`config.mk`:
```
export PLATFORM = sky130hd
export DESIGN_NAME = sysctl_regs
export DESIGN_NICKNAME = d
export VERILOG_FILES = /design/src/rtl/sysctl_pkg.sv /design/src/rtl/sysctl_regs.sv
export SDC_FILE = /design/constraint.sdc
export NUM_CORES = 1
export LEC_CHECK = 0
export BUFFER_PORTS_ARGS = -buffer_cell sky130_fd_sc_hd__buf_4
export CAP_MARGIN = 20
export CORE_MARGIN = 2
export CORE_UTILIZATION = 54
export DETAILED_ROUTE_END_ITERATION = 7
export GPL_ROUTABILITY_DRIVEN = 0
export PLACE_DENSITY = 0.83
export SYNTH_ARGS = -nofsm -noshare
export SYNTH_HDL_FRONTEND = slang
export SYNTH_SLANG_ARGS = --single-unit
```
`constraint.sdc`:
```
create_clock -name pclk -period 6.2 [get_ports pclk]
set_clock_uncertainty 0.15 [all_clocks]
set_input_delay 1.55 -clock pclk [delete_from_list [all_inputs] [get_ports pclk]]
set_output_delay 1.55 -clock pclk [all_outputs]
set_load 0.03 [all_outputs]
```
`src/rtl/sysctl_pkg.sv`:
```
// package: offsets, field positions, reset values and timing for the system control bank
// Operation
// - read-only hard-wired 12-bit part code
// - fixed 4-bit revision in high bits
// - wakeup flag set at period end
// - writing one to acknowledge clears wakeup flag
// - clock select: slow oscillator or trimmed/32
// - wakeup interrupt enable bit
// - period field selects timeout, zero disables
// - wakeup interrupt pending when flag and enable
// - monitor flag set on detection while enabled
// - writing one to acknowledge clears monitor flag
// - monitor interrupt while flag and enable set
// - reset forced when reset enable and flag
// - stop enable keeps monitor active in stop
// - monitor enable qualifies flag, reset, stop
// - bandgap buffer enable output
// - write-once bits take first write only
// - debug pin enable may only fall
package sysctl_pkg;
    // register byte addresses
    localparam logic [11:0] ADDR_PART_HIGH = 12'h000;
    localparam logic [11:0] ADDR_PART_LOW = 12'h004;
    localparam logic [11:0] ADDR_WAKEUP = 12'h008;
    localparam logic [11:0] ADDR_SUPPLY = 12'h00C;
    localparam logic [11:0] ADDR_DEBUG = 12'h010;
    localparam logic [11:0] ADDR_IRQ_STATUS = 12'h014;
    localparam logic [11:0] ADDR_IRQ_MASK = 12'h018;
    // wakeup control fields
    localparam int WK_FLAG_BIT = 7;
    localparam int WK_ACK_BIT = 6;
    localparam int WK_CLKSEL_BIT = 5;
    localparam int WK_IE_BIT = 4;
    localparam int WK_PERIOD_LSB = 0;
    // supply monitor fields
    localparam int SM_FLAG_BIT = 7;
    localparam int SM_ACK_BIT = 6;
    localparam int SM_IE_BIT = 5;
    localparam int SM_RE_BIT = 4;
    localparam int SM_SE_BIT = 3;
    localparam int SM_EN_BIT = 2;
    localparam int SM_BG_BIT = 0;
    // interrupt status layout
    localparam int IRQ_WAKEUP_BIT = 0;
    localparam int IRQ_SUPPLY_BIT = 1;
    // reset values
    localparam logic [2:0] PERIOD_RESET = 3'h0;
    localparam logic DEBUG_PIN_RESET = 1'b1;
    localparam logic SUPPLY_EN_RESET = 1'b1;
    localparam logic SUPPLY_RE_RESET = 1'b1;
    localparam logic SUPPLY_SE_RESET = 1'b0;
    localparam logic [1:0] IRQ_MASK_RESET = 2'h0;
    // timing
    localparam int TRIM_DIVIDE = 32;
    localparam logic [10:0] PERIOD_8MS = 11'd8;
    localparam logic [10:0] PERIOD_32MS = 11'd32;
    localparam logic [10:0] PERIOD_64MS = 11'd64;
    localparam logic [10:0] PERIOD_128MS = 11'd128;
    localparam logic [10:0] PERIOD_256MS = 11'd256;
    localparam logic [10:0] PERIOD_512MS = 11'd512;
    localparam logic [10:0] PERIOD_1024MS = 11'd1024;
    localparam logic [10:0] PERIOD_NONE = 11'd0;
endpackage

```
`src/rtl/sysctl_regs.sv`:
```
// module: system id, wakeup timer and supply monitor register bank on apb
`timescale 1ns/10ps
`default_nettype none
module sysctl_regs
    import sysctl_pkg::*;
#(
    parameter logic [11:0] PART_CODE = 12'h5A3, // value arbitrary
    parameter logic [3:0] REVISION = 4'h1 // value arbitrary
) (
    input wire logic pclk,
    input wire logic presetn,
    input wire logic psel,
    input wire logic penable,
    input wire logic pwrite,
    input wire logic [11:0] paddr,
    input wire logic [31:0] pwdata,
    output logic [31:0] prdata,
    output logic pready,
    output logic pslverr,
    input wire logic slow_osc_clk,
    input wire logic trim_osc_clk,
    input wire logic low_voltage_detect,
    input wire logic stop_mode,
    output logic wakeup_irq,
    output logic supply_irq,
    output logic supply_reset_req,
    output logic supply_monitor_active,
    output logic bandgap_buffer_enable,
    output logic debug_pin_enable,
    output logic slow_osc_enable,
    output logic irq
);
    logic wr_en;
    logic rd_en;
    logic wk_flag_ff;
    logic wk_clksel_ff;
    logic wk_ie_ff;
    logic [2:0] wk_period_ff;
    logic sm_flag_ff;
    logic sm_ie_ff;
    logic sm_re_ff;
    logic sm_se_ff;
    logic sm_en_ff;
    logic sm_bg_ff;
    logic sm_written_ff;
    logic debug_ff;
    logic [1:0] irq_status_ff;
    logic [1:0] irq_mask_ff;
    logic [2:0] slow_sync_ff;
    logic [2:0] trim_sync_ff;
    logic [2:0] lvd_sync_ff;
    logic [2:0] stop_sync_ff;
    logic slow_level_ff;
    logic trim_level_ff;
    logic lvd_level_ff;
    logic stop_level_ff;
    logic [4:0] trim_div_ff;
    logic [10:0] wk_count_ff;
    logic tick;
    logic wk_timeout;
    logic lvd_event;
    logic monitor_on;
    logic [10:0] period_len;
    logic [7:0] wk_read;
    logic [7:0] sm_read;
    logic [31:0] nxt_prdata;

    // period decode used by the counter
    function automatic logic [10:0] period_of(input logic [2:0] sel);
        case (sel)
            3'h1: period_of = PERIOD_8MS;
            3'h2: period_of = PERIOD_32MS;
            3'h3: period_of = PERIOD_64MS;
            3'h4: period_of = PERIOD_128MS;
            3'h5: period_of = PERIOD_256MS;
            3'h6: period_of = PERIOD_512MS;
            3'h7: period_of = PERIOD_1024MS;
            default: period_of = PERIOD_NONE;
        endcase
    endfunction

    // zero-wait slave: every access completes in its first access cycle
    // decode is exact: writes to any other offset are dropped
    assign wr_en = psel & penable & pwrite;
    assign rd_en = psel & penable & ~pwrite;

    // three-stage synchronisers for pin-side inputs
    // stage zero feeds stage one only, never any logic
    always_ff @(posedge pclk or negedge presetn) begin
        if (!presetn) begin
            slow_sync_ff <= 3'h0;
            trim_sync_ff <= 3'h0;
            lvd_sync_ff <= 3'h0;
            stop_sync_ff <= 3'h0;
        end else begin
            slow_sync_ff <= {slow_sync_ff[1:0], slow_osc_clk};
            trim_sync_ff <= {trim_sync_ff[1:0], trim_osc_clk};
            lvd_sync_ff <= {lvd_sync_ff[1:0], low_voltage_detect};
            stop_sync_ff <= {stop_sync_ff[1:0], stop_mode};
        end
    end

    // filtered levels: change only when stages one and two agree
    // a one-cycle glitch never reaches the edge detectors
    always_ff @(posedge pclk or negedge presetn) begin
        if (!presetn) begin
            slow_level_ff <= 1'b0;
            trim_level_ff <= 1'b0;
            lvd_level_ff <= 1'b0;
            stop_level_ff <= 1'b0;
        end else begin
            if (slow_sync_ff[1] == slow_sync_ff[2]) slow_level_ff <= slow_sync_ff[2];
            if (trim_sync_ff[1] == trim_sync_ff[2]) trim_level_ff <= trim_sync_ff[2];
            if (lvd_sync_ff[1] == lvd_sync_ff[2]) lvd_level_ff <= lvd_sync_ff[2];
            if (stop_sync_ff[1] == stop_sync_ff[2]) stop_level_ff <= stop_sync_ff[2];
        end
    end

    // rising edges of the filtered levels; trimmed clock divided down for its tick
    // divider free-runs, so the first trimmed tick after a select may come early
    logic slow_prev_ff;
    logic trim_prev_ff;
    always_ff @(posedge pclk or negedge presetn) begin
        if (!presetn) begin
            slow_prev_ff <= 1'b0;
            trim_prev_ff <= 1'b0;
            trim_div_ff <= 5'h00;
        end else begin
            slow_prev_ff <= slow_level_ff;
            trim_prev_ff <= trim_level_ff;
            if (trim_level_ff & ~trim_prev_ff) begin
                trim_div_ff <= trim_div_ff + 5'h01;
            end
        end
    end

    logic trim_tick;
    assign trim_tick = trim_level_ff & ~trim_prev_ff & (trim_div_ff == 5'(TRIM_DIVIDE - 1));
    assign tick = wk_clksel_ff ? trim_tick : (slow_level_ff & ~slow_prev_ff);
    assign period_len = period_of(wk_period_ff);
    // >= so a period cut short mid-count fires on the next tick instead of wrapping
    assign wk_timeout = tick & (wk_period_ff != 3'h0) & (wk_count_ff >= period_len - 11'd1);

    // wakeup counter, held at zero while disabled
    // it keeps running while the flag is up; only software clears the flag
    always_ff @(posedge pclk or negedge presetn) begin
        if (!presetn) begin
            wk_count_ff <= 11'h000;
        end else if (wk_period_ff == 3'h0) begin
            wk_count_ff <= 11'h000;
        end else if (wk_timeout) begin
            wk_count_ff <= 11'h000;
        end else if (tick) begin
            wk_count_ff <= wk_count_ff + 11'd1;
        end
    end

    // wakeup flag: timeout set wins over acknowledge
    always_ff @(posedge pclk or negedge presetn) begin
        if (!presetn) begin
            wk_flag_ff <= 1'b0;
        end else if (wk_timeout) begin
            wk_flag_ff <= 1'b1;
        end else if (wr_en && paddr == ADDR_WAKEUP && pwdata[WK_ACK_BIT]) begin
            wk_flag_ff <= 1'b0;
        end
    end

    // wakeup control read/write fields
    always_ff @(posedge pclk or negedge presetn) begin
        if (!presetn) begin
            wk_clksel_ff <= 1'b0;
            wk_ie_ff <= 1'b0;
            wk_period_ff <= PERIOD_RESET;
        end else if (wr_en && paddr == ADDR_WAKEUP) begin
            wk_clksel_ff <= pwdata[WK_CLKSEL_BIT];
            wk_ie_ff <= pwdata[WK_IE_BIT];
            wk_period_ff <= pwdata[WK_PERIOD_LSB +: 3];
        end
    end

    // monitor runs when enabled and, in stop, only if stop enable is set
    assign monitor_on = sm_en_ff & (~stop_level_ff | sm_se_ff);
    logic lvd_prev_ff;
    always_ff @(posedge pclk or negedge presetn) begin
        if (!presetn) begin
            lvd_prev_ff <= 1'b0;
        end else begin
            lvd_prev_ff <= lvd_level_ff;
        end
    end
    // only the rising edge counts, so a supply held low flags once
    assign lvd_event = monitor_on & lvd_level_ff & ~lvd_prev_ff;

    // supply flag: detection wins over acknowledge
    always_ff @(posedge pclk or negedge presetn) begin
        if (!presetn) begin
            sm_flag_ff <= 1'b0;
        end else if (lvd_event) begin
            sm_flag_ff <= 1'b1;
        end else if (wr_en && paddr == ADDR_SUPPLY && pwdata[SM_ACK_BIT]) begin
            sm_flag_ff <= 1'b0;
        end
    end

    // write-once fields lock after the first write; others stay writable
    // the lock arms on any write, so the first write must carry every field
    always_ff @(posedge pclk or negedge presetn) begin
        if (!presetn) begin
            sm_ie_ff <= 1'b0;
            sm_re_ff <= SUPPLY_RE_RESET;
            sm_se_ff <= SUPPLY_SE_RESET;
            sm_en_ff <= SUPPLY_EN_RESET;
            sm_bg_ff <= 1'b0;
            sm_written_ff <= 1'b0;
        end else if (wr_en && paddr == ADDR_SUPPLY) begin
            sm_ie_ff <= pwdata[SM_IE_BIT];
            sm_se_ff <= pwdata[SM_SE_BIT];
            sm_bg_ff <= pwdata[SM_BG_BIT];
            sm_written_ff <= 1'b1;
            if (!sm_written_ff) begin
                sm_re_ff <= pwdata[SM_RE_BIT];
                sm_en_ff <= pwdata[SM_EN_BIT];
            end
        end
    end

    // debug pin enable may be cleared once, never set by software
    // writes of one are ignored so stray code cannot reopen the pin
    always_ff @(posedge pclk or negedge presetn) begin
        if (!presetn) begin
            debug_ff <= DEBUG_PIN_RESET;
        end else if (wr_en && paddr == ADDR_DEBUG && !pwdata[0]) begin
            debug_ff <= 1'b0;
        end
    end

    // sticky interrupt status: events win over the clearing read
    logic [1:0] irq_event;
    assign irq_event[IRQ_WAKEUP_BIT] = wk_timeout;
    assign irq_event[IRQ_SUPPLY_BIT] = lvd_event;
    for (genvar gi = 0; gi < 2; gi++) begin : g_irq_status
        always_ff @(posedge pclk or negedge presetn) begin
            if (!presetn) begin
                irq_status_ff[gi] <= 1'b0;
            end else if (irq_event[gi]) begin
                irq_status_ff[gi] <= 1'b1;
            end else if (rd_en && paddr == ADDR_IRQ_STATUS) begin
                irq_status_ff[gi] <= 1'b0;
            end
        end
    end

    always_ff @(posedge pclk or negedge presetn) begin
        if (!presetn) begin
            irq_mask_ff <= IRQ_MASK_RESET;
        end else if (wr_en && paddr == ADDR_IRQ_MASK) begin
            irq_mask_ff <= pwdata[1:0];
        end
    end

    // read views; acknowledge bits always read zero
    assign wk_read = {wk_flag_ff, 1'b0, wk_clksel_ff, wk_ie_ff, 1'b0, wk_period_ff};
    assign sm_read = {sm_flag_ff, 1'b0, sm_ie_ff, sm_re_ff, sm_se_ff, sm_en_ff, 1'b0, sm_bg_ff};

    always_comb begin
        nxt_prdata = 32'h0000_0000;
        case (paddr)
            ADDR_PART_HIGH: nxt_prdata = {24'h0, REVISION, PART_CODE[11:8]};
            ADDR_PART_LOW: nxt_prdata = {24'h0, PART_CODE[7:0]};
            ADDR_WAKEUP: nxt_prdata = {24'h0, wk_read};
            ADDR_SUPPLY: nxt_prdata = {24'h0, sm_read};
            ADDR_DEBUG: nxt_prdata = {31'h0, debug_ff};
            ADDR_IRQ_STATUS: nxt_prdata = {30'h0, irq_status_ff};
            ADDR_IRQ_MASK: nxt_prdata = {30'h0, irq_mask_ff};
            default: nxt_prdata = 32'h0000_0000;
        endcase
    end

    logic unmapped;
    assign unmapped = (paddr > ADDR_IRQ_MASK) | (paddr[1:0] != 2'h0);

    // registered answer: data and ready valid during the access cycle
    // taken from the setup phase so no path runs from paddr to pready
    always_ff @(posedge pclk or negedge presetn) begin
        if (!presetn) begin
            prdata <= 32'h0000_0000;
            pslverr <= 1'b0;
            pready <= 1'b0;
        end else begin
            prdata <= nxt_prdata;
            pslverr <= psel & ~penable & unmapped;
            pready <= psel & ~penable;
        end
    end

    // wakeup side outputs, one cycle behind their state
    always_ff @(posedge pclk or negedge presetn) begin
        if (!presetn) begin
            wakeup_irq <= 1'b0;
            slow_osc_enable <= 1'b1;
        end else begin
            wakeup_irq <= wk_flag_ff & wk_ie_ff;
            // oscillator may stop in stop mode only with period zero and trimmed source
            slow_osc_enable <= ~(stop_level_ff & wk_clksel_ff & (wk_period_ff == 3'h0));
        end
    end

    // supply monitor side outputs, all but the bandgap buffer enable qualified by the monitor enable
    always_ff @(posedge pclk or negedge presetn) begin
        if (!presetn) begin
            supply_irq <= 1'b0;
            supply_reset_req <= 1'b0;
            supply_monitor_active <= 1'b0;
            bandgap_buffer_enable <= 1'b0;
        end else begin
            supply_irq <= sm_flag_ff & sm_ie_ff & sm_en_ff;
            supply_reset_req <= sm_flag_ff & sm_re_ff & sm_en_ff;
            supply_monitor_active <= monitor_on;
            bandgap_buffer_enable <= sm_bg_ff;
        end
    end

    // debug pin option follows its register
    always_ff @(posedge pclk or negedge presetn) begin
        if (!presetn) begin
            debug_pin_enable <= DEBUG_PIN_RESET;
        end else begin
            debug_pin_enable <= debug_ff;
        end
    end

    // level interrupt from unmasked sticky status
    always_ff @(posedge pclk or negedge presetn) begin
        if (!presetn) begin
            irq <= 1'b0;
        end else begin
            irq <= |(irq_status_ff & irq_mask_ff);
        end
    end
endmodule
`default_nettype wire

```
---- Word level (Yosys, flattened, before mapping) ----
Cells that the tools add are included.
word-level totals
  register bits ........................... 95
  bits of input ports ..................... 53
  logic and storage cells ................. 126
operators by class
  add/subtract/negate cells ............... 3
  magnitude comparators ................... 2
  equal/unequal tests ..................... 18
  multiplexer cells ....................... 13
  bitwise logic cells ..................... 31
  reductions and logical operators ........ 20
operators by type and width
  operator                 count
  $pmux W11 S7             1
  $pmux W8 S7              1
  $eq A12 B5 Y1 const B    3
  $mux W11                 3
  $eq A12 B4 Y1 const B    2
  $and A1 B1 Y1            20
  $eq A12 B3 Y1 const B    1
  $eq A3 B3 Y1 const B     4
  $gt A12 B5 Y1 const B    1
  $logic_not A12 Y1        1
  $add A11 B1 Y11 const B  1
  $ge A11 B11 Y1           1
  $sub A11 B1 Y11 const B  1
  $reduce_bool A2 Y1       5
  $logic_and A1 B1 Y1      8
  $mux W1                  8
  $not A1 Y1               8
  $eq A3 B2 Y1 const B     2
  $reduce_bool A3 Y1       2
  $add A5 B1 Y5 const B    1
  $eq A5 B5 Y1 const B     1
  $eq A1 B1 Y1             4
  $eq A3 B1 Y1 const B     1
  $logic_not A3 Y1         1
  5 further kinds          6

---- Longest topological paths before layout ----
  depth in word-level cells ............... 8
  depth in mapped cells ................... 12
  mapped depth without buffers ............ 11

---- Worst setup path before layout ----
OpenSTA, ideal clock, no wires.
  kind .................................... register to register
  start ................................... register wk_period_ff[2]
  end ..................................... register wk_count_ff[10]
  setup time .............................. 0.082 ns
  arrival ................................. 3.023 ns
  path slack .............................. 2.945 ns
  cell stages (with the launch flop) ...... 12
  clock period less this slack ............ 3.255 ns
  path through ............................ dfrtp_1 clkbuf_1 or3b_2 ha_1 nor3b_1 a21oi_1 ha_1 and4_4 and4bb_1 a211oi_4 or4b_1 a31oi_1
on the way
  cells in the longest elaborated chain, start to end .. 7
  elaborated cells between the ends (all ways) .. 17
RTL lines
  item                                        RTL line            RTL
  from (decl)                                 sysctl_regs.sv:38   logic [2:0] wk_period_ff;
  from (signal assigned)                      sysctl_regs.sv:178  wk_period_ff <= pwdata[WK_PERIOD_LSB +: 3];
  $eq A3 B3 Y1, or another cell as far along  sysctl_regs.sv:70   case (sel)
  $pmux W11 S7                                sysctl_regs.sv:70
  $sub A11 B1 Y11                             sysctl_regs.sv:142  assign wk_timeout = tick & (wk_period_ff != 3'h0) & (wk_count_ff >= period_len - 11'd1);
  $ge A11 B11 Y1                              sysctl_regs.sv:142
  $and A1 B1 Y1                               sysctl_regs.sv:142
  $mux W11                                    sysctl_regs.sv:151  end else if (wk_timeout) begin
  $mux W11                                    sysctl_regs.sv:149  end else if (wk_period_ff == 3'h0) begin
  to (signal assigned)                        sysctl_regs.sv:154  wk_count_ff <= wk_count_ff + 11'd1;
  to (decl)                                   sysctl_regs.sv:58   logic [10:0] wk_count_ff;
Parallel ways exist; a longest one is shown, timed or not.
A chain may end at the register's enable or synchronous reset.

---- Worst setup path in the final report ----
Same ends and word-level chain as after synthesis.

==> results_tabular.tex <==
\begin{tabular}{lr}
\hline
Metric & Value \\
\hline
\multicolumn{2}{l}{\textbf{Logic synthesis}} \\
Post-synth EDFFs & 0 \\
Top cell type by total area after synthesis & sky130\_fd\_sc\_hd\_\_dfrtp\_1 \\
Mean cell area of the mapped netlist & 11.4 um\^{}2 \\
Cells after synthesis & 286 \\
Post-synthesis async set-or-reset flop share & 1.00 \\
Netlist Area Pre-Place & 3250 um\^{}2 \\
Yosys warning total & 0 \\
Flops \& latches, synth & 70 \\
Netlist cell types & 54 \\
Sequential element share of the synthesized area & 0.540 \\
Synth area leaders & sky130\_fd\_sc\_hd\_\_dfrtp\_1, sky130\_fd\_sc\_hd\_\_buf\_4, sky130\_fd\_sc\_hd\_\_ha\_1 \\
Top flip-flop cell by instance count after synthesis & sky130\_fd\_sc\_hd\_\_dfrtp\_1 \\
Top cell type's share of synthesized area & 0.500 \\
\multicolumn{2}{l}{\textbf{Power and ir drop}} \\
Sequential share of power & 0.517 \\
Internal power & 0.000728 W \\
Power per standard cell area & 258 nW/um\^{}2 \\
Part of the power in combinational logic & 0.098 \\
Post-layout power & 0.000969 W \\
Leak Pwr & 1.82 nW \\
Worst IR Drop VDD & 0.000195 V \\
Switching share of power & 0.249 \\
Net switching component of the power & 0.000241 W \\
Part of the total power dissipated in the clock network & 0.385 \\
\multicolumn{2}{l}{\textbf{Clock tree}} \\
Clock Latency Late Sink & 0.34 ns \\
Setup bufs post-CTS & 0 \\
Largest buffer count on any clock path & 2 \\
CTS HTree Levels & 3 \\
Number of buffers inserted by hold repair at cts & 0 \\
Clock root buffer & sky130\_fd\_sc\_hd\_\_clkbuf\_8 \\
Worst-path clk slew & 0.07 ns \\
Clock sink count & 70 \\
Num CTS Buffers & 9 \\
Clock tree from TritonCTS & done \\
Number of instances resized during post-cts repair & 0 \\
\multicolumn{2}{l}{\textbf{Status}} \\
Run status & finished, final reports clean \\
\multicolumn{2}{l}{\textbf{Run}} \\
Max\_cap viols & 0 \\
\multicolumn{2}{l}{\textbf{Layout}} \\
Area used by sequential logic in the layout & 1760 um\^{}2 \\
Number of cells in the finished layout apart from fillers & 414 \\
Area taken by multi-input logic gates & 1350 um\^{}2 \\
Relative area change from synthesis to final layout & 15.5\% \\
Layout cell share with drive strength beyond 1 & 0.265 \\
Number of diodes & 0 \\
Number of nets at the end of the flow & 399 \\
Layout filler cell count & 454 \\
\multicolumn{2}{l}{\textbf{Timing}} \\
Slew @ Worst Pin & 0.847 ns \\
Unrepaired setup endpoints after global routing & no \\
Final Critical Period & 3.47 ns \\
Final period util & 0.559 \\
Total negative setup slack & 0 ns \\
Number of setup violations in the final report & 0 \\
Max\_slew headroom & 0.435 \\
Max Clock Freq & 0.288 GHz \\
Final-layout worst hold slack & 0.203 ns \\
PnR worst setup slack & 2.73 ns \\
Number of max-slew violations in the final report & 0 \\
Final hold vios & 0 \\
\multicolumn{2}{l}{\textbf{Hold path}} \\
Hold/Removal Path Class & flop to flop \\
\multicolumn{2}{l}{\textbf{Detailed routing}} \\
Met2 routed WL & 3110 um \\
Antenna violation net count after detailed routing & 0 \\
DR iter-0 viols & 109 \\
Routed vias/inst & 5.46 \\
Number of DRC violations after detailed routing & 0 \\
Met1 routed wirelength after detailed routing & 2730 um \\
Detailed-route via count & 2261 \\
Uppermost layer routed & met4 \\
Per-cell routed wire length & 15.0 um \\
First drt pass iteration count & 4 \\
Total Wirelength & 6210 um \\
Routed length on met3 & 282 um \\
\multicolumn{2}{l}{\textbf{GRT}} \\
All-layer global routing usage & 0.208 \\
Number of antenna violations at the first check in global routing & 0 \\
Via count of the first global-routing pass & 2149 \\
First-pass GRT wire length & 10400 um \\
Largest net degree at the start of global routing & 71 \\
Gr ovfl total & 0 \\
\multicolumn{2}{l}{\textbf{Placed design}} \\
Pre-CTS WS & 2.72 ns \\
Count of buffers from port buffering & 44 \\
Placed cell count & 398 \\
HPWL after DPL & 4250 um \\
\multicolumn{2}{l}{\textbf{Setup path}} \\
Crit Path Category & flop to flop \\
CP Data Arrival Time & 3.58 ns \\
Type of origin of the critical path & flop \\
Number of buffer and inverter stages on the critical path & 0 \\
Data required time at the worst endpoint & 6.31 ns \\
Crit path max-delay family & simple AND/OR/NAND/NOR gates \\
Crit-path slowest cell & sky130\_fd\_sc\_hd\_\_or3b\_2 \\
Largest stage delay on the critical path & 0.52 ns \\
Critical-path maximum fanout & 12 \\
Worst path cell trace & or3b\_2 -> ha\_1 -> nor2b\_1 -> a21oi\_1 -> ha\_1 -> and4\_4 -> and4bb\_1 -> a211oi\_4 -> or4b\_1 -> a31oi\_1 \\
CP endpoint kind & flop \\
Cell type with the highest occurrence count on the critical path & sky130\_fd\_sc\_hd\_\_ha\_1 \\
\multicolumn{2}{l}{\textbf{Floorplan}} \\
X dimension of the die & 81.6 um \\
Core ar. & 5890 um\^{}2 \\
I/O pin count & 95 \\
Initial cell density of the core & 0.553 \\
Die outline height & 81.6 um \\
Standard-cell rows & 28 \\
Die area & 6660 um\^{}2 \\
\hline
\end{tabular}
[Yosys cell counts, drive strengths merged, types with 2 or more instances]
library cell and n:
and2 3, a21boi 2, a211oi 3, nor2b 4, maj3 4, dfstp 5, mux2i 4, inv 5
nand4 5, xor2 3, a31oi 3, mux2 13, buf 28, nor2 15, nand3 9, clkbuf 4
or3 4, and3 6, a22o 3, ha 12, nand2 20, nor4 4, a21oi 18, dfrtp 65
xnor2 3, and4 4, o21ai 9, nor3 11, nor3b 2
[state kept, by name (all words and copies together), names as in the netlist, 2 cells and up]
| name | cells |
|---|---|
| wk_count_ff | 11 |
| prdata | 7 |
| trim_div_ff | 5 |
| lvd_sync_ff | 3 |
| slow_sync_ff | 3 |
| stop_sync_ff | 3 |
| trim_sync_ff | 3 |
| wk_period_ff | 3 |
| irq_mask_ff | 2 |
| irq_status_ff | 2 |
[layer usage]
| metal | global-route usage | vias up |
|---|---|---|
| li1 | - | 1063 |
| met4 | 0.0800 | 0 |
| met1 | 0.272 | 1129 |
| met3 | 0.0462 | 8 |
| met5 | 0 | - |
| met2 | 0.343 | 61 |
[cell type report]
class                   count  share of cell area
repair buffers             45              0.0899
clock buffers              13              0.0423
clock inverters             3              0.0113
inverters                   5             0.00499
multi-input cells         203               0.359
well taps                  75              0.0250
flip-flops and latches     70               0.468
[power by group through the flow]
stage	combinational [W]	sequential, W	clock [W]
after global routing	0.000107	0.000504	0.000398
after detailed placement	0.0000944	0.000509	0
after CTS	0.0000961	0.000501	0.000381
after floorplan	0.0000727	0.000506	0
after global placement	0.0000898	0.000507	0
final	0.0000947	0.000501	0.000373
[cells in the final DEF, fill, tap and decap left out, types with 3 or more instances in the layout]
cell                       count
sky130_fd_sc_hd__a21oi_1      18
sky130_fd_sc_hd__a22o_1        3
sky130_fd_sc_hd__a31oi_1       3
sky130_fd_sc_hd__and2_1        3
sky130_fd_sc_hd__and3_1        5
sky130_fd_sc_hd__buf_4        45
sky130_fd_sc_hd__clkbuf_8     11
sky130_fd_sc_hd__conb_1       25
sky130_fd_sc_hd__dfrtp_1      65
sky130_fd_sc_hd__dfstp_2       5
sky130_fd_sc_hd__ha_1         12
sky130_fd_sc_hd__inv_1         5
sky130_fd_sc_hd__maj3_1        4
sky130_fd_sc_hd__mux2_2       13
sky130_fd_sc_hd__mux2i_1       4
sky130_fd_sc_hd__nand2_1      20
sky130_fd_sc_hd__nand3_1       9
sky130_fd_sc_hd__nand4_1       4
sky130_fd_sc_hd__nor2_1       13
sky130_fd_sc_hd__nor2b_1       4
sky130_fd_sc_hd__nor3_1       10
sky130_fd_sc_hd__o21ai_0       9
sky130_fd_sc_hd__or3_1         4
sky130_fd_sc_hd__xnor2_1       3
sky130_fd_sc_hd__xor2_1        3
[cell families (layout without fill, tap and decap cells)]
kind of cell,Yosys count,after routing,synth area share
flip-flops,70,70,0.540
buffers and inverters,37,66,0.0730
multiplexers,17,17,0.0573
XOR/XNOR,6,6,0.0162
AO/OA/AOI/OAI,44,44,0.0854
other,1,25,0.00115
adder cells (fa/ha/maj),16,16,0.0584
AND/OR/NAND/NOR,95,95,0.168
[worst paths after layout]
kind                                  from               endpoint  slack, ns  depth (start not counted)
min in group asynchronous          presetn         lvd_sync_ff[2]       1.15                          1
max in group asynchronous          presetn  bandgap_buffer_enable       4.18                          1
max                        wk_period_ff[2]        wk_count_ff[10]       2.73                         10
max reg2reg                wk_period_ff[2]        wk_count_ff[10]       2.73                         10
min reg2reg                stop_sync_ff[0]        stop_sync_ff[1]       0.20                          0
min                        stop_sync_ff[0]        stop_sync_ff[1]       0.20                          0
[stage by stage]
| step | utilization | instance area (um^2) |
|---|---|---|
| floorplan | - | 3340 |
| global placement | 0.604 | 3560 |
| detailed placement | 0.604 | 3560 |
| CTS | 0.639 | 3760 |
| global route | 0.639 | 3760 |
| finish | 0.639 | 3760 |
Power figures use the tool's default switching activity.
